File: src/hdl/rss_params.svh
// Constants for the reset source combiner and reset cause status block.
`ifndef RSS_PARAMS_SVH
`define RSS_PARAMS_SVH

`define RSS_DATA_W        16
`define RSS_ADDR_W        4
`define RSS_IDX_CAUSE     4'h0
`define RSS_IDX_LOWPWR    4'h1
`define RSS_IDX_SOURCES   4'h2
`define RSS_IDX_CONTROLS  4'h3

`define RSS_BIT_TRAP      15
`define RSS_BIT_ILLOP     14
`define RSS_BIT_HOLD      12
`define RSS_BIT_DSLEEP    10
`define RSS_BIT_CFGMIS    9
`define RSS_BIT_FBIAS     8
`define RSS_BIT_PIN       7
`define RSS_BIT_SOFT      6
`define RSS_BIT_WDEN      5
`define RSS_BIT_WATCHDOG_TIMEOUT_FLAG      4
`define RSS_BIT_SLEEP     3
`define RSS_BIT_IDLE      2
`define RSS_BIT_BROWN     1
`define RSS_BIT_POWER     0

`define RSS_CAUSE_POR_VAL 16'h0003
`define RSS_CAUSE_MASK    16'hD7FF

`define RSS_LP_BIT_VDDBOR 3
`define RSS_LP_BIT_VDDPOR 2
`define RSS_LP_BIT_VBPOR  1
`define RSS_LP_BIT_VBEXIT 0
`define RSS_LP_POR_VAL    4'hE

`define RSS_CLK_PS        5000
`define RSS_REL_NS        100
`define RSS_REL_CYCLES    ((`RSS_REL_NS * 1000 + `RSS_CLK_PS - 1) / `RSS_CLK_PS)
`define RSS_CNT_W         5

`endif

File: src/hdl/rss_pkg.sv
// Types shared by the reset source combiner and its helpers.
`include "rss_params.svh"

package rss_pkg;

  typedef struct packed {
    logic [1:0] meta;
    logic [1:0] sync;
  } rss_sync_s;

  typedef struct packed {
    logic                  active;
    logic [`RSS_CNT_W-1:0] cnt;
  } rss_stretch_s;

  typedef struct packed {
    logic [`RSS_DATA_W-1:0] cause;
    logic [3:0]             lowpwr;
    logic [`RSS_DATA_W-1:0] rdata;
    logic                   hold_en;
    logic                   fbias_keep;
    logic                   wdt_en;
  } rss_state_s;

endpackage

File: src/hdl/rss_sync.sv
// Two-stage synchroniser for the two asynchronous source pins.
`timescale 1ns/1ps
`default_nettype none

module rss_sync
  import rss_pkg::*;
(
  input  wire logic       mclk,
  input  wire logic       rst,
  input  wire logic [1:0] async_in,
  output logic      [1:0] sync_out
);

  rss_sync_s state_reg;
  rss_sync_s state_next;

  always_comb begin
    state_next      = state_reg;
    state_next.meta = async_in;
    state_next.sync = state_reg.meta;
  end

  always_ff @(posedge mclk) begin
    if (rst) begin
      state_reg <= '0;
    end else begin
      state_reg <= state_next;
    end
  end

  assign sync_out = state_reg.sync;

endmodule

`default_nettype wire

File: src/hdl/rss_stretch.sv
// Holds the master reset while any source is active and for a release time after.
`timescale 1ns/1ps
`default_nettype none
`include "rss_params.svh"

module rss_stretch
  import rss_pkg::*;
(
  input  wire logic mclk,
  input  wire logic rst,
  input  wire logic any_source,
  output logic      reset_out
);

  localparam logic [`RSS_CNT_W-1:0] REL_CNT = `RSS_CNT_W'(`RSS_REL_CYCLES);

  rss_stretch_s state_reg;
  rss_stretch_s state_next;

  always_comb begin
    state_next = state_reg;
    if (any_source) begin
      state_next.cnt    = REL_CNT;
      state_next.active = 1'b1;
    end else if (state_reg.cnt != '0) begin
      state_next.cnt    = state_reg.cnt - `RSS_CNT_W'(1);
      state_next.active = 1'b1;
    end else begin
      state_next.active = 1'b0;
    end
  end

  // Release is counted on the system clock, so the reset never drops mid-cycle.
  always_ff @(posedge mclk) begin
    if (rst) begin
      state_reg.active <= 1'b1;
      state_reg.cnt    <= REL_CNT;
    end else begin
      state_reg <= state_next;
    end
  end

  assign reset_out = state_reg.active;

endmodule

`default_nettype wire

File: src/hdl/rss_top.sv
// Reset source combiner with the reset cause and low-power reset status registers.
//
// Overview of operation
// - Nine reset sources are accepted, power-on reset being the rst input.
// - Any active reset source drives the master reset output.
// - Status and control bits are reinitialised on power-on only, not on other resets.
// - Each reset kind sets a flag in the reset cause register.
// - Brown-out during battery backup also sets a flag in the low-power status register.
// - Power-on clears the cause register except brown-out and power-on flags, set.
// - Software may set or clear flags; a software-set flag causes no reset.
// - Trap conflict reset sets bit 15.
// - Illegal opcode, addressing mode or uninitialised register reset sets bit 14.
// - Bit 12 enables retention on the 1.2V regulator during sleep.
// - Unprogrammed retention fuse disables retention whatever bit 12 says.
// - Bit 10 records that the device has been in deep sleep.
// - Configuration mismatch reset sets bit 9.
// - Bit 8 keeps flash bias powered during sleep when set.
// - Master clear pin reset sets bit 7.
// - Software reset instruction sets bit 6.
// - Unprogrammed watchdog fuse keeps the watchdog running regardless of bit 5.
// - Bits 13 and 11 ignore writes and read as zero.
// - Bit 5 enables the watchdog in software.
// - Watchdog time-out sets bit 4.
// - Bit 1 set by brown-out and power-on; bit 0 set by power-on.
`timescale 1ns/1ps
`default_nettype none
`include "rss_params.svh"

module rss_top
  import rss_pkg::*;
(
  input  wire logic                   mclk,
  input  wire logic                   rst,
  input  wire logic                   master_clear_pin_n,
  input  wire logic                   brownout_detect,
  input  wire logic                   soft_reset_req,
  input  wire logic                   watchdog_timeout,
  input  wire logic                   config_mismatch,
  input  wire logic                   trap_conflict,
  input  wire logic                   illegal_opcode,
  input  wire logic                   uninit_wreg_reset,
  input  wire logic                   sleep_enter,
  input  wire logic                   idle_enter,
  input  wire logic                   deep_sleep_en,
  input  wire logic                   wdt_clear,
  input  wire logic                   battery_backup_active,
  input  wire logic                   battery_por_event,
  input  wire logic                   battery_exit_event,
  input  wire logic                   retention_regulator_fuse,
  input  wire logic                   watchdog_fuse_enable,
  input  wire logic [`RSS_ADDR_W-1:0] reg_addr,
  input  wire logic [`RSS_DATA_W-1:0] reg_wdata,
  input  wire logic                   reg_wr,
  input  wire logic                   reg_rd,
  output logic      [`RSS_DATA_W-1:0] reg_rdata,
  output logic                        master_reset,
  output logic                        low_voltage_hold_enable,
  output logic                        flash_bias_sleep_keep,
  output logic                        watchdog_enable
);

  rss_state_s state_reg;
  rss_state_s state_next;

  logic [1:0] pin_raw;
  logic [1:0] pin_sync;
  logic       pin_reset;
  logic       brownout;
  logic       illegal_any;
  logic       any_source;
  logic       wr_cause;
  logic       wr_lowpwr;
  logic       stretch_out;

  // Both pins are asynchronous to mclk; the master clear pin is active low.
  assign pin_raw[0] = ~master_clear_pin_n;
  assign pin_raw[1] = brownout_detect;

  rss_sync u_sync (
    .mclk     (mclk),
    .rst      (rst),
    .async_in (pin_raw),
    .sync_out (pin_sync)
  );

  assign pin_reset   = pin_sync[0];
  assign brownout    = pin_sync[1];
  assign illegal_any = illegal_opcode | uninit_wreg_reset;

  // Only the live sources feed the master reset, never the stored flags.
  assign any_source = rst | pin_reset | brownout | soft_reset_req | watchdog_timeout
                    | config_mismatch | trap_conflict | illegal_any;

  rss_stretch u_stretch (
    .mclk       (mclk),
    .rst        (rst),
    .any_source (any_source),
    .reset_out  (stretch_out)
  );

  assign wr_cause  = reg_wr && (reg_addr == `RSS_IDX_CAUSE);
  assign wr_lowpwr = reg_wr && (reg_addr == `RSS_IDX_LOWPWR);

  always_comb begin
    state_next       = state_reg;
    state_next.rdata = '0;

    // Software writes first, so that a hardware event in the same cycle wins.
    if (wr_cause) begin
      state_next.cause = reg_wdata & `RSS_CAUSE_MASK;
    end
    if (wr_lowpwr) begin
      // The low-power flags can only be cleared by software, never set.
      state_next.lowpwr = state_reg.lowpwr & reg_wdata[3:0];
    end

    // Power-save entry and watchdog clear both restart the time-out flag.
    if (wdt_clear || sleep_enter || idle_enter) begin
      state_next.cause[`RSS_BIT_WATCHDOG_TIMEOUT_FLAG] = 1'b0;
    end
    if (sleep_enter) begin
      state_next.cause[`RSS_BIT_SLEEP] = 1'b1;
      if (deep_sleep_en) begin
        state_next.cause[`RSS_BIT_DSLEEP] = 1'b1;
      end
    end
    if (idle_enter) begin
      state_next.cause[`RSS_BIT_IDLE] = 1'b1;
    end

    // Reset cause flags.
    if (trap_conflict) begin
      state_next.cause[`RSS_BIT_TRAP] = 1'b1;
    end
    if (illegal_any) begin
      state_next.cause[`RSS_BIT_ILLOP] = 1'b1;
    end
    if (config_mismatch) begin
      state_next.cause[`RSS_BIT_CFGMIS] = 1'b1;
    end
    if (pin_reset) begin
      state_next.cause[`RSS_BIT_PIN] = 1'b1;
    end
    if (soft_reset_req) begin
      state_next.cause[`RSS_BIT_SOFT] = 1'b1;
    end
    if (watchdog_timeout) begin
      state_next.cause[`RSS_BIT_WATCHDOG_TIMEOUT_FLAG] = 1'b1;
    end
    if (brownout) begin
      state_next.cause[`RSS_BIT_BROWN] = 1'b1;
    end

    // Events seen while running from the backup battery.
    if (brownout && battery_backup_active) begin
      state_next.lowpwr[`RSS_LP_BIT_VDDBOR] = 1'b1;
    end
    if (battery_por_event) begin
      state_next.lowpwr[`RSS_LP_BIT_VBPOR] = 1'b1;
    end
    if (battery_exit_event) begin
      state_next.lowpwr[`RSS_LP_BIT_VBEXIT] = 1'b1;
    end

    // Derived controls; fuses left at 1 override the software bits.
    state_next.hold_en    = state_next.cause[`RSS_BIT_HOLD] & ~retention_regulator_fuse;
    state_next.fbias_keep = state_next.cause[`RSS_BIT_FBIAS];
    state_next.wdt_en     = state_next.cause[`RSS_BIT_WDEN] | watchdog_fuse_enable;

    // Read data stand for exactly the cycle after the strobe.
    if (reg_rd) begin
      unique case (reg_addr)
        `RSS_IDX_CAUSE: begin
          state_next.rdata = state_reg.cause & `RSS_CAUSE_MASK;
        end
        `RSS_IDX_LOWPWR: begin
          state_next.rdata = {12'h000, state_reg.lowpwr};
        end
        `RSS_IDX_SOURCES: begin
          state_next.rdata = {7'h00, stretch_out, illegal_any, trap_conflict,
                              config_mismatch, brownout, watchdog_timeout,
                              soft_reset_req, pin_reset, rst};
        end
        `RSS_IDX_CONTROLS: begin
          state_next.rdata = {11'h000, watchdog_fuse_enable, retention_regulator_fuse,
                              state_reg.wdt_en, state_reg.fbias_keep,
                              state_reg.hold_en};
        end
        default: begin
          state_next.rdata = '0;
        end
      endcase
    end
  end

  // Only the power-on reset reinitialises this state; other resets leave it.
  always_ff @(posedge mclk) begin
    if (rst) begin
      state_reg.cause      <= `RSS_CAUSE_POR_VAL;
      state_reg.lowpwr     <= `RSS_LP_POR_VAL;
      state_reg.rdata      <= '0;
      state_reg.hold_en    <= 1'b0;
      state_reg.fbias_keep <= 1'b0;
      state_reg.wdt_en     <= 1'b1;
    end else begin
      state_reg <= state_next;
    end
  end

  assign reg_rdata               = state_reg.rdata;
  assign master_reset            = stretch_out;
  assign low_voltage_hold_enable = state_reg.hold_en;
  assign flash_bias_sleep_keep   = state_reg.fbias_keep;
  assign watchdog_enable         = state_reg.wdt_en;

endmodule

`default_nettype wire

File: config.mk
export PLATFORM = sky130hd
export DESIGN_NAME = rss_top
export DESIGN_NICKNAME = d
export VERILOG_FILES = /design/src/hdl/rss_pkg.sv /design/src/hdl/rss_sync.sv /design/src/hdl/rss_stretch.sv /design/src/hdl/rss_top.sv
export VERILOG_INCLUDE_DIRS = /design/src /design/src/hdl
export SDC_FILE = /design/constraint.sdc
export NUM_CORES = 1
export LEC_CHECK = 0
export BUFFER_PORTS_ARGS = -buffer_cell sky130_fd_sc_hd__buf_2
export CAP_MARGIN = 20
export CELL_PAD_IN_SITES_DETAIL_PLACEMENT = 2
export CELL_PAD_IN_SITES_GLOBAL_PLACEMENT = 2
export CORE_MARGIN = 10
export CORE_UTILIZATION = 32
export CTS_BUF_LIST = sky130_fd_sc_hd__clkbuf_16
export CTS_CLUSTER_DIAMETER = 150
export CTS_CLUSTER_SIZE = 24
export DETAILED_ROUTE_END_ITERATION = 6
export PLACE_DENSITY_LB_ADDON = 0.1
export SYNTH_ARGS = -nofsm -noshare
export SYNTH_HDL_FRONTEND = slang
export SYNTH_SLANG_ARGS = --single-unit
export TNS_END_PERCENT = 10
File: constraint.sdc
create_clock -name mclk -period 2.9 [get_ports mclk]
set_clock_uncertainty 0.15 [all_clocks]
set_input_delay 0.29 -clock mclk [delete_from_list [all_inputs] [get_ports mclk]]
set_output_delay 0.29 -clock mclk [all_outputs]
set_load 0.02 [all_outputs]
==> results of run 1 <==
==> worst register-to-register path: cells and delay by family, from the launching register on <==
family                   cells  cell delay, ps
AND/OR/NAND/NOR              2             650
flip-flops                   1             320
buffers and inverters        1             100
adder cells (fa/ha/maj)      1             220
AO/OA/AOI/OAI                1             220
==> synth_stat cells (3+ instances only) <==
library cell               count  area share, %
sky130_fd_sc_hd__o21ai_0       5            1.3
sky130_fd_sc_hd__dfxtp_1      44             47
sky130_fd_sc_hd__buf_4        16            6.4
sky130_fd_sc_hd__buf_6         5            3.0
sky130_fd_sc_hd__and2_1        5            1.7
sky130_fd_sc_hd__a22oi_1       4            1.6
sky130_fd_sc_hd__nand3_1       8            2.1
sky130_fd_sc_hd__nor2_1       19            3.8
sky130_fd_sc_hd__buf_2         4            1.1
sky130_fd_sc_hd__nor4_1       10            3.3
sky130_fd_sc_hd__nand2_1       7            1.4
sky130_fd_sc_hd__xnor2_1       3            1.4
sky130_fd_sc_hd__o31ai_1       3            1.2
sky130_fd_sc_hd__inv_1         3           0.60
sky130_fd_sc_hd__a211oi_1      8            3.2
sky130_fd_sc_hd__nor3_1        4            1.1
sky130_fd_sc_hd__a21oi_1       6            1.6
sky130_fd_sc_hd__nor2b_1       5            1.7
==> metrics by stage <==
step / hold WS, ps / total power [mW]
after floorplan: 207 / 0.707
final: 27.4 / 1.28
after global placement: 275 / 0.751
after CTS: 26.3 / 1.30
after global routing: 33.4 / 1.34
after detailed placement: 283 / 0.755
==> logic make-up (layout without fill, tap and decap cells) <==
| logic type | Yosys count | count (layout) | share of synthesized area, % |
|---|---|---|---|
| compound gates | 37 | 37 | 13.5 |
| xor+xnor | 3 | 3 | 1.41 |
| fa+ha+maj | 1 | 1 | 0.670 |
| buf+inv | 28 | 71 | 11.1 |
| flops | 44 | 44 | 47.2 |
| mux | 5 | 5 | 4.15 |
| other cells | 1 | 2 | 0.201 |
| simple gates | 73 | 73 | 21.8 |
==> worst paths after layout <==
| path | start | end | slack, ps | cells past startpoint |
|---|---|---|---|---|
| setup / recovery | u_stretch.state_reg[0] | u_stretch.state_reg[1] | 1160 | 5 |
| hold reg to reg | u_sync.state_next[1] | u_sync.sync_out[1] | 290 | 1 |
| hold / removal | battery_por_event | state_reg[20] | 30 | 3 |
| setup reg to reg | u_stretch.state_reg[0] | u_stretch.state_reg[1] | 1160 | 5 |
==> power by group through the flow <==
| stage | clock network (mW) | registers, mW | logic, mW |
|---|---|---|---|
| global route | 0.589 | 0.632 | 0.124 |
| CTS | 0.555 | 0.630 | 0.114 |
| floorplan | 0 | 0.641 | 0.0656 |
| finish | 0.541 | 0.630 | 0.112 |
| detailed placement | 0 | 0.643 | 0.111 |
| global placement | 0 | 0.642 | 0.108 |
==> area by class of cell <==
class / instances / area [µm²] / share of cell area, %
clock inverters: 3 / 13.8 / 0.621
clock buffers: 5 / 125 / 5.64
inverters: 3 / 11.3 / 0.508
repair buffers: 60 / 313 / 14.1
flip-flops and latches: 44 / 881 / 39.7
multi-input cells: 121 / 783 / 35.3
well taps: 72 / 90.1 / 4.06
==> routing by layer <==
metal,track usage (%),up-vias
met5,0,-
met4,4.00,0
met3,4.24,6
met2,23.2,36
met1,13.9,774
li1,-,756
==> flow_results.org, run 1 <==
** Run status
- Result of the run :: complete, no violations

** Yosys
- Of the synthesized area, sequential elements account for 47.2%.
- Number of standard cells after synthesis :: 192
- Async S/R FF share, synth :: 0%
- Main synth FF type :: sky130_fd_sc_hd__dfxtp_1
- In this run, synthesis inferred 0 flip-flops with an integrated enable.
- Mean instance size in the synthesized netlist :: 9.73 µm²
- The synthesized design contains 44 register bits.
- Post-synthesis instance area :: 0.00187 mm²
- During synthesis, Yosys emitted a total of 0 warnings.
- Yosys mapped the design onto 46 distinct sky130hd cell types.

** Final layout
- Filler Cell Count :: 640
- The library cell used most frequently in the layout, excluding fill and tap cells, is sky130_fd_sc_hd__buf_2.
- The finished layout holds 308 standard cells, fillers aside.
- Final cell utilization of the core :: 39.8%
- Max reg flops :: 18
- Final non-filler cell area :: 0.00222 mm²
- Nets :: 277
- Number of antenna cells inserted :: 0
- Proportion of layout cells with a drive suffix above 1 :: 32.2%
- Compared with the post-synthesis result, the final layout area differs by 18.7%.
- The library cells used most frequently in the layout, excluding fill and tap cells, are sky130_fd_sc_hd__buf_2, sky130_fd_sc_hd__dfxtp_1, sky130_fd_sc_hd__nor2_1, sky130_fd_sc_hd__nor4_1.

** Timing
- Derived from the worst setup path, the maximum achievable clock frequency is 0.576 GHz.
- Setup repair after global routing left no endpoint under its margin.
- Aggregate negative setup slack :: 0 ps
- After layout, the minimum clock period comes to 1740 ps.
- Portion of the clock cycle consumed by the worst path in the final layout :: 59.9%
- Across all setup checks in the final design, the least slack found is 1160 ps.
- At the pin with the least slew margin, the transition time is 918 ps.
- The worst pin sits at a relative slew slack of 38.2%.
- Final Slew Violations :: 0
- The hold violation total from the final report is 0.
- Setup violations remaining at the end of the flow were counted as 0.

** Pwr
- Leakage power total :: 0.910 nW
- Sequential cells account for 49.1% of the total power.
- Combinational Power Share :: 8.7%
- For this design the ratio of total power to cell area is 579 mW/mm².
- Internal power comes to 0.981 mW.
- In this run switching power makes up 23.5% of total power.
- The clock network is responsible for 42.2% of the overall power.
- Worst vdd ir :: 222 µV
- For this design the total switching power over the nets is 0.301 mW.

** Floorplan
- The core region is 0.00557 mm².
- The initialized floorplan defines 27 standard-cell rows.
- Number of ports placed on the die boundary :: 61
- The floorplan step defined a die boundary enclosing 0.00929 mm².
- The floorplan step set the die width to 96.4 µm.
- Initial core utilization :: 33.5%
- The die is 96.4 µm tall.

** Place
- The congestion estimate from routability-driven global placement came to 0.746.
- PortBufs :: 56
- Once detailed placement completed, the half-perimeter wirelength came to 4440 µm.
- Timing analysis after detailed placement gives a worst setup slack of 970 ps.
- Including well taps, the total number of placed cells is 299.
- Placement-stage cell area :: 0.00207 mm²

** Setup path
- In this run the worst path has a maximum fanout of 6.
- Arrival @ worst endpoint :: 1780 ps
- Counting both buffers and inverters, the worst setup path holds a total of 1.
- Broken down by cell family, the worst path's largest delay share belongs to simple AND/OR/NAND/NOR gates.
- Data required time at the worst endpoint :: 2950 ps
- The largest individual stage delay along the critical path comes from the cell sky130_fd_sc_hd__nor4b_2.
- The worst setup path is of the register to register kind.
- The largest single stage delay on the critical path is 540 ps.
- Walking the worst path, the cells encountered are inv_1 > ha_1 > nor4b_2 > nor2b_1 > a211oi_1.
- The worst setup path is captured at a register.
- STA classifies the critical path startpoint as a register.

** CTS
- Root Buffer Master :: sky130_fd_sc_hd__clkbuf_16
- Setup fix buffers added after clock tree synthesis :: 0
- TritonCTS built the clock tree.
- Clock-pin slew was measured on the worst setup and hold paths at 60 ps.
- The H-tree generated during clock tree synthesis spans 2 levels.
- Clock Path Buffers :: 2
- Clock latency on the worst-skew pair, taken at its later pin, is 280 ps.
- Counting the buffers created by CTS gives 5.
- Post-cts hold buffer count :: 1
- CTS resizes :: 0
- The clock net in this run drives a total of 44 sinks.

** GRT
- The first global-routing pass estimated 9110 µm of wire.
- Global routing consumed, over all layers together, 12.8% of the routing resources.
- The initial antenna violation count was 0.
- Leftover overflow at the end of global routing :: 0
- Via count of the first global-routing pass :: 1758
- Pin count of the biggest net entering global routing :: 27

** Route
- Router iterations before antenna repair :: 4
- DR iter-0 viols :: 49
- Once detail routing completed, the nets flagged for antenna violations numbered 0.
- Vias post-DR :: 1572
- After detailed routing, the wire length on met1 is 2270 µm.
- Dividing the detail-routed via count by the number of cells gives 5.10.
- Met3 routed wirelength :: 373 µm
- The final layout contains routed wiring with a total length of 5750 µm.
- In the routed design, unresolved DRC markers number 0.
- After detailed routing, the average wire length per cell comes to 18.7 µm.
- Highest layer used for signal routing :: met4
- Total met2 wirelength after detailed routing :: 3040 µm

** Job
- Across the run, the number of max-cap violations was 0.

** Worst hold path
- Worst min path class :: primary input to register
Power figures use the tool's default switching activity.
==> inputs of run 2 (changes only) <==
--- a/config.mk
+++ b/config.mk
@@ -11,7 +11,7 @@
 export CELL_PAD_IN_SITES_DETAIL_PLACEMENT = 2
 export CELL_PAD_IN_SITES_GLOBAL_PLACEMENT = 2
 export CORE_MARGIN = 10
-export CORE_UTILIZATION = 32
+export CORE_UTILIZATION = 29
 export CTS_BUF_LIST = sky130_fd_sc_hd__clkbuf_16
 export CTS_CLUSTER_DIAMETER = 150
 export CTS_CLUSTER_SIZE = 24
==> constraint.sdc (replaced) <==
create_clock -name mclk -period 1.6 [get_ports mclk]
set_clock_uncertainty 0.15 [all_clocks]
set_input_delay 0.16 -clock mclk [delete_from_list [all_inputs] [get_ports mclk]]
set_output_delay 0.16 -clock mclk [all_outputs]
set_load 0.02 [all_outputs]
==> run 2 against run 1 <==
Compared with the run above: sequential power is 81% higher; worst hold slack worse by 22 ps; utilization is 0.99 points lower; final cell count is 8.4% higher; critical endpoint is now u_stretch.state_reg[2]; largest cell class unchanged; largest power group unchanged.
==> flow_results.org, run 2 (synthesized netlist as in run 1, its figures left out) <==
** Run status
- Result of the run :: complete, no violations

** Route
- Router iterations before antenna repair :: 4 (unchanged)
- Post-DR vias/cell :: 4.93 (-3.3%)
- Vias post-DR :: 1648 (+4.8%)
- DR iter-0 viols :: 38 (-22%)
- The post-detailed-route wirelength per cell came to 18.9 µm (+1.4%).
- The count of nets left with antenna violations after detail routing came to 0 (unchanged).
- The post-detailed-routing wire length was 6320 µm (+10%).
- DRC violation count after routing :: 0 (unchanged)

** Floorplan
- The width of the die came to 100 µm (+4.0%).
- The site row count is 29 (+7.4%).
- Number of ports placed on the die boundary :: 61 (unchanged)
- The floorplan die height was 100 µm (+4.0%).
- The area of the core is 0.00631 mm² (+13%).
- The full die area came to 0.0101 mm² (+8.2%).
- Initial core utilization :: 29.6% (-3.9 points)

** Pwr
- Overall power consumption :: 2.52 mW (+97%)
- The cell area power density came to 1030 mW/mm² (+78%).
- Leakage power total :: 1.01 nW (+11%)
- Worst vdd ir :: 371 µV (+67%)

** CTS
- Clk sink count :: 44 (unchanged)
- The number of CTS-inserted buffers came to 5 (unchanged).
- The level count of the clock H-tree was 2 (unchanged).
- The clock edge transition at the registers on the reported setup and hold paths came to 60 ps (about the same).
- TritonCTS clock tree :: built
- The cell sitting at the root of the clock tree is a sky130_fd_sc_hd__clkbuf_16.
- Clock Path Buffers :: 2 (unchanged)
- Clock latency reported for the late side of the worst-skew pair :: 280 ps (about the same)

** Timing
- The setup slack of the critical path after layout came to 136 ps (-1030 ps).
- Final setup fails :: 0 (unchanged)
- The hold violation total from the final report was 0 (unchanged).
- Timing-limited maximum frequency :: 0.683 GHz (+19%)
- The final critical delay including setup and external delays was 1460 ps (-273 ps).
- Portion of the clock cycle consumed by the worst path in the final layout :: 91.5% (+32 points)
- RSZ-0062 raised after global routing :: no
- Aggregate negative setup slack :: 0 ps (unchanged)
- The final-layout worst hold slack is 5.87 ps (-21.5 ps).
- The total count of max-transition violations in the final report was 0 (unchanged).

** GRT
- Number of antenna violations at the first check in global routing :: 0 (unchanged)
- The met2 track utilization from global routing is 21.9% (-1.3 points).
- Grt peak-use layer :: met2
- Wire length of the first global-routing pass :: 10400 µm (+14%)
- The total routing resource utilization after global routing was 12.8% (-0.023 points).
- The global route total overflow was 0 (unchanged).
- Met3 demand-to-capacity share in global routing :: 3.78% (-0.46 points)
- Via count of the first global-routing pass :: 1953 (+11%)
- The met1 usage was 15.3% (+1.3 points).
- Pin count of the biggest net entering global routing :: 18 (-33%)

** Setup path
- Slowest stage cell on the critical path :: sky130_fd_sc_hd__nor4_2
- Startpoint Class :: register
- Path type of the worst setup path :: register to register
- Arrival @ worst endpoint :: 1480 ps (-300 ps)
- Type of destination of the critical path :: register
- Launch point of the worst path :: u_sync.sync_out[0]
- CP Max Fanout :: 5 (-1)
- Cell-by-cell trace of the critical path :: nor4_2 > nand3_2 > o21bai_1
- Slowest cell delay on critical path :: 430 ps (-110 ps)
- Data required time at the worst endpoint :: 1620 ps (-1330 ps)
- The worst register-to-register path begins at u_sync.sync_out[0].

** Final layout
- Leaving out fill and tap cells, the most frequent cell in the layout is sky130_fd_sc_hd__buf_2.
- In the layout the commonest cells are sky130_fd_sc_hd__buf_2, sky130_fd_sc_hd__dfxtp_1, sky130_fd_sc_hd__nor2_1, sky130_fd_sc_hd__buf_4, sky130_fd_sc_hd__dlygate4sd3_1.
- The final-stage net count is 298 (+7.6%).
- The post-route core utilization came to 38.8% (-0.99 points).
- The number of non-filler instances in the completed layout is 334 (+8.4%).
- The final-layout fill cell count came to 711 (+11%).
- The fraction of layout cells with a size suffix above 1 was 35.0% (+2.8 points).
- Number of antenna cells inserted :: 0 (unchanged)
- Area growth syn-to-layout :: 31.1%
- The cell area after layout was 0.00245 mm² (+10%).
- The flip-flop count of the largest register, all copies and words added was 18 (unchanged).

** Worst hold path
- The tightest min-delay check is of the primary input to register type.
- The startpoint identified for the worst hold timing path is battery_exit_event.

** Place
- PortBufs :: 56 (unchanged)
- The placer's final routability congestion estimate is 0.783 (+4.9%).
- The cell area after placement is 0.00215 mm² (+3.9%).
- Sum of net half-perimeters after detailed placement :: 4880 µm (+9.7%)
- The post-placement setup slack came to 42.8 ps (-927 ps).
- Total placed cells including tap cells :: 314 (+5.0%)

** Job
- Maximum capacitance violations :: 0 (unchanged)
## run 2: worst paths after layout
| check | cells past startpoint | endpoint | slack, ps |
|---|---|---|---|
| hold reg to reg | 1 | u_sync.sync_out[1] | 290 |
| setup reg to reg | 3 | u_stretch.state_reg[2] | 140 |
| hold / removal | 3 | state_reg[19] | 6 |
| setup / recovery | 3 | u_stretch.state_reg[2] | 140 |
## run 2: critical path, delay by kind of cell, from the launching register on
kind,cells,cell delay [ps]
simple gates,2,660
flops,1,350
compound gates,1,200
## run 2: what timing repair did
action,4_1_cts,5_1_grt
setup endpoints to repair,4,2
endpoints found under the hold margin,9,0
setup buffers,0,1
hold buffers,11,0
gates resized for setup,1,3
## run 2: where the power goes
group          total (mW)  switching (mW)  leakage, nW  internal [mW]
Sequential           1.14          0.0168        0.359           1.13
Clock                1.14           0.416       0.0789          0.726
Combinational       0.237           0.125        0.575          0.113
## run 2: layout make-up
cell class / count / area [µm²] / share of cell area [%]
Clock buffer: 5 / 125 / 5.11
Clock inverter: 3 / 37.5 / 1.53
Inverter: 3 / 11.3 / 0.460
Multi-Input combinational cell: 121 / 802 / 32.8
Sequential cell: 44 / 881 / 36.0
Tap cell: 77 / 96.3 / 3.93
Timing Repair Buffer: 81 / 495 / 20.2
## run 2: metal layers
layer  up-vias  wire length, µm
li1        795                -
met1       805             2750
met2        44             3130
met3         4              397
met4         0               44
met5         -                0
==> inputs of run 3 (changes only) <==
--- a/config.mk
+++ b/config.mk
@@ -11,12 +11,14 @@
 export CELL_PAD_IN_SITES_DETAIL_PLACEMENT = 2
 export CELL_PAD_IN_SITES_GLOBAL_PLACEMENT = 2
 export CORE_MARGIN = 10
-export CORE_UTILIZATION = 29
+export CORE_UTILIZATION = 26
 export CTS_BUF_LIST = sky130_fd_sc_hd__clkbuf_16
 export CTS_CLUSTER_DIAMETER = 150
 export CTS_CLUSTER_SIZE = 24
 export DETAILED_ROUTE_END_ITERATION = 6
 export PLACE_DENSITY_LB_ADDON = 0.1
+export SKIP_CTS_REPAIR_TIMING = 1
+export SLEW_MARGIN = 20
 export SYNTH_ARGS = -nofsm -noshare
 export SYNTH_HDL_FRONTEND = slang
 export SYNTH_SLANG_ARGS = --single-unit
==> constraint.sdc (replaced) <==
create_clock -name mclk -period 1.2 [get_ports mclk]
set_clock_uncertainty 0.15 [all_clocks]
set_input_delay 0.12 -clock mclk [delete_from_list [all_inputs] [get_ports mclk]]
set_output_delay 0.12 -clock mclk [all_outputs]
set_load 0.02 [all_outputs]
==> run 3 against run 2 <==
Compared with the run above: the flow now finishes with violations (negative setup slack); via count up 8.8%; sequential share of layout area down 4.6 points; clock power up 35%; worst setup slack worse by 370 ps; die area up 9.2%; power up 38%; sequential cell count unchanged.
==> flow_results.org, run 3 (synthesized netlist as in run 1, its figures left out) <==
** Route
- The routed via count divided by cell count was 4.66 (-5.6%).
- Total wirelength of the detailed-routed design :: 6910 µm (+9.4%)
- Antenna-violating nets left :: 0 (unchanged)
- The number of vias after detailed routing came to 1793 (+8.8%).
- Wire length per cell after detailed routing :: 18.0 µm (-5.1%)
- The number of DRC violations after detailed routing was 0 (unchanged).
- The first-pass iteration count of the detailed router came to 3 (-1).
- DR iter-0 viols :: 27 (-29%)

** Timing
- The hold violation total from the final report came to 0 (unchanged).
- Final setup fails :: 7 (+7)
- Timing-limited maximum frequency :: 0.698 GHz (+2.2%)
- Final worst setup slack :: -233 ps (-368 ps)
- Final Slew Violations :: 0 (unchanged)
- Portion of the clock cycle consumed by the worst path in the final layout :: 119% (+28 points)
- Clock period minus final worst setup slack :: 1430 ps (-31.8 ps)
- Setup repair after global routing could not meet its margin everywhere.
- The final-layout setup total negative slack was -873 ps (-873 ps).

** Setup path
- Startpoint Class :: register
- The critical path goes through inv_2 > ha_4 > nor4b_4 > buf_4 > xnor2_2 > nor2_1.
- Among cell families on the critical path, the largest total delay comes from flip-flops.
- Slowest stage cell on the critical path :: sky130_fd_sc_hd__dfxtp_2
- Slowest cell delay on critical path :: 330 ps (-100 ps)
- STA classifies the critical path endpoint as a register.
- Path type of the worst setup path :: register to register
- Buf+Inv Stages, Crit Path :: 2 (+2)
- Arrival @ worst endpoint :: 1450 ps (-30 ps)
- CP Max Fanout :: 4 (-1)
- Data required time at the worst endpoint :: 1220 ps (-400 ps)

** CTS
- The maximum root-to-sink buffer count came to 2 (unchanged).
- The clock edge transition at the registers on the reported setup and hold paths was 60 ps (about the same).
- TritonCTS clock tree :: built
- The total number of clock tree sinks was 44 (unchanged).
- CTS placed an instance of sky130_fd_sc_hd__clkbuf_16 at the clock tree root.
- Clock buffer count from CTS :: 5 (unchanged)
- The clock latency at the later pin of the worst-skew pair came to 280 ps (about the same).
- H-tree Lvls :: 2 (unchanged)

** GRT
- The global route total overflow was 0 (unchanged).
- Pin count of the biggest net entering global routing :: 17 (-1)
- The via count of the first global-routing pass came to 1939 (-0.72%).
- The first-pass GRT wire length is 10700 µm (+3.3%).
- Aggregate global-route resource usage :: 12.1% (-0.75 points)
- Number of antenna violations at the first check in global routing :: 0 (unchanged)

** Run status
- Failing checks :: negative setup slack
- The run finished, with violations left.

** Final layout
- Leaving out fill and tap cells, the most frequent cell in the layout is sky130_fd_sc_hd__buf_2.
- Final non-filler cell area :: 0.00284 mm² (+16%)
- Nets :: 330 (+11%)
- Most frequent cells in the layout :: sky130_fd_sc_hd__buf_2, sky130_fd_sc_hd__buf_4, sky130_fd_sc_hd__dfxtp_1, sky130_fd_sc_hd__nor2_1, sky130_fd_sc_hd__dlygate4sd3_1
- Non-Filler Instances :: 385 (+15%)
- Max reg flops :: 18 (unchanged)
- Relative to the synthesized area, the layout overhead comes to 51.8%.
- The number of antenna repair diodes was 0 (unchanged).
- The fraction of layout cells with a size suffix above 1 came to 46.7% (+12 points).
- The final-layout fill cell count came to 770 (+8.3%).

** Floorplan
- The full die area was 0.0110 mm² (+9.2%).
- The site row count is 30 (+3.4%).
- Die Span X :: 105 µm (+4.5%)
- The floorplan die height was 105 µm (+4.5%).
- The count of pins on the block boundary was 61 (unchanged).
- Core Region :: 0.00691 mm² (+9.4%)
- The initial cell density of the core is 27.0% (-2.5 points).

** Place
- The number of port buffers came to 56 (unchanged).
- Sum of net half-perimeters after detailed placement :: 5310 µm (+8.9%)
- Placement-stage cell area :: 0.00239 mm² (+11%)
- The placer's final routability congestion estimate was 0.797 (+1.8%).
- The instance count after placement with tap cells included is 356 (+13%).

** Worst hold path
- The min-delay analysis places its worst path in the category primary input to register.

** Job
- The number of violations of the max-capacitance limit came to 0 (unchanged).

** Pwr
- Leakage power total :: 1.20 nW (+19%)
- Power per cell area :: 1230 mW/mm² (+19%)
- Worst vdd ir :: 524 µV (+41%)
## run 3: changes by cell type in the layout (fill, tap and decap cells not counted), moves of 4 or more
cell / delta
sky130_fd_sc_hd__dlygate4sd3_1: +4
sky130_fd_sc_hd__dfxtp_2: +6
sky130_fd_sc_hd__dfxtp_1: -6
sky130_fd_sc_hd__buf_4: +27
## run 3: path summary, 6_finish.rpt
| check | startpoint | end | slack, ps | cells after the start |
|---|---|---|---|---|
| worst max-delay path | u_stretch.state_reg[1] | u_stretch.state_reg[0] | -230 | 6 |
| worst min-delay path | reg_wdata[5] | watchdog_enable | 6 | 3 |
| worst max register to register | u_stretch.state_reg[1] | u_stretch.state_reg[0] | -230 | 6 |
| worst min register to register | u_sync.state_next[0] | u_sync.sync_out[0] | 300 | 1 |
## run 3: tightest hold or removal path, cell delays in order
cell and delay (ps):
sky130_fd_sc_hd__buf_2 80, sky130_fd_sc_hd__nand3_1 110, sky130_fd_sc_hd__nand3_1 100
## run 3: final cells by class
class	instances	area [µm²]	share of cell area (%)
Timing Repair Buffer	113	764	27.0
Multi-Input combinational cell	121	883	31.2
Tap cell	96	120	4.24
Clock buffer	5	125	4.41
Clock inverter	3	42.5	1.50
Sequential cell	44	888	31.3
Inverter	3	11.3	0.397
## run 3: layer usage
metal  track usage (%)  part of all wire [%]
met1              13.9                    42
met4              3.04                  0.84
met3              3.69                   4.2
met5                 0                     0
met2              21.2                    53
## run 3: per-stage QoR
step	power, mW	utilization (%)	worst slack (ps)	hold WS [ps]
floorplan	1.71	-	-88.8	36.7
global placement	1.89	34.6	-331	124
detailed placement	1.90	34.6	-362	126
CTS	3.46	37.1	-371	-173
global route	3.63	41.1	-314	21.8
finish	3.47	41.1	-233	5.87
## run 3: power breakdown
group	internal [mW]	switching [mW]
sequential	1.50	0.0231
clock	0.978	0.567
combinational	0.209	0.195
total	2.69	0.785
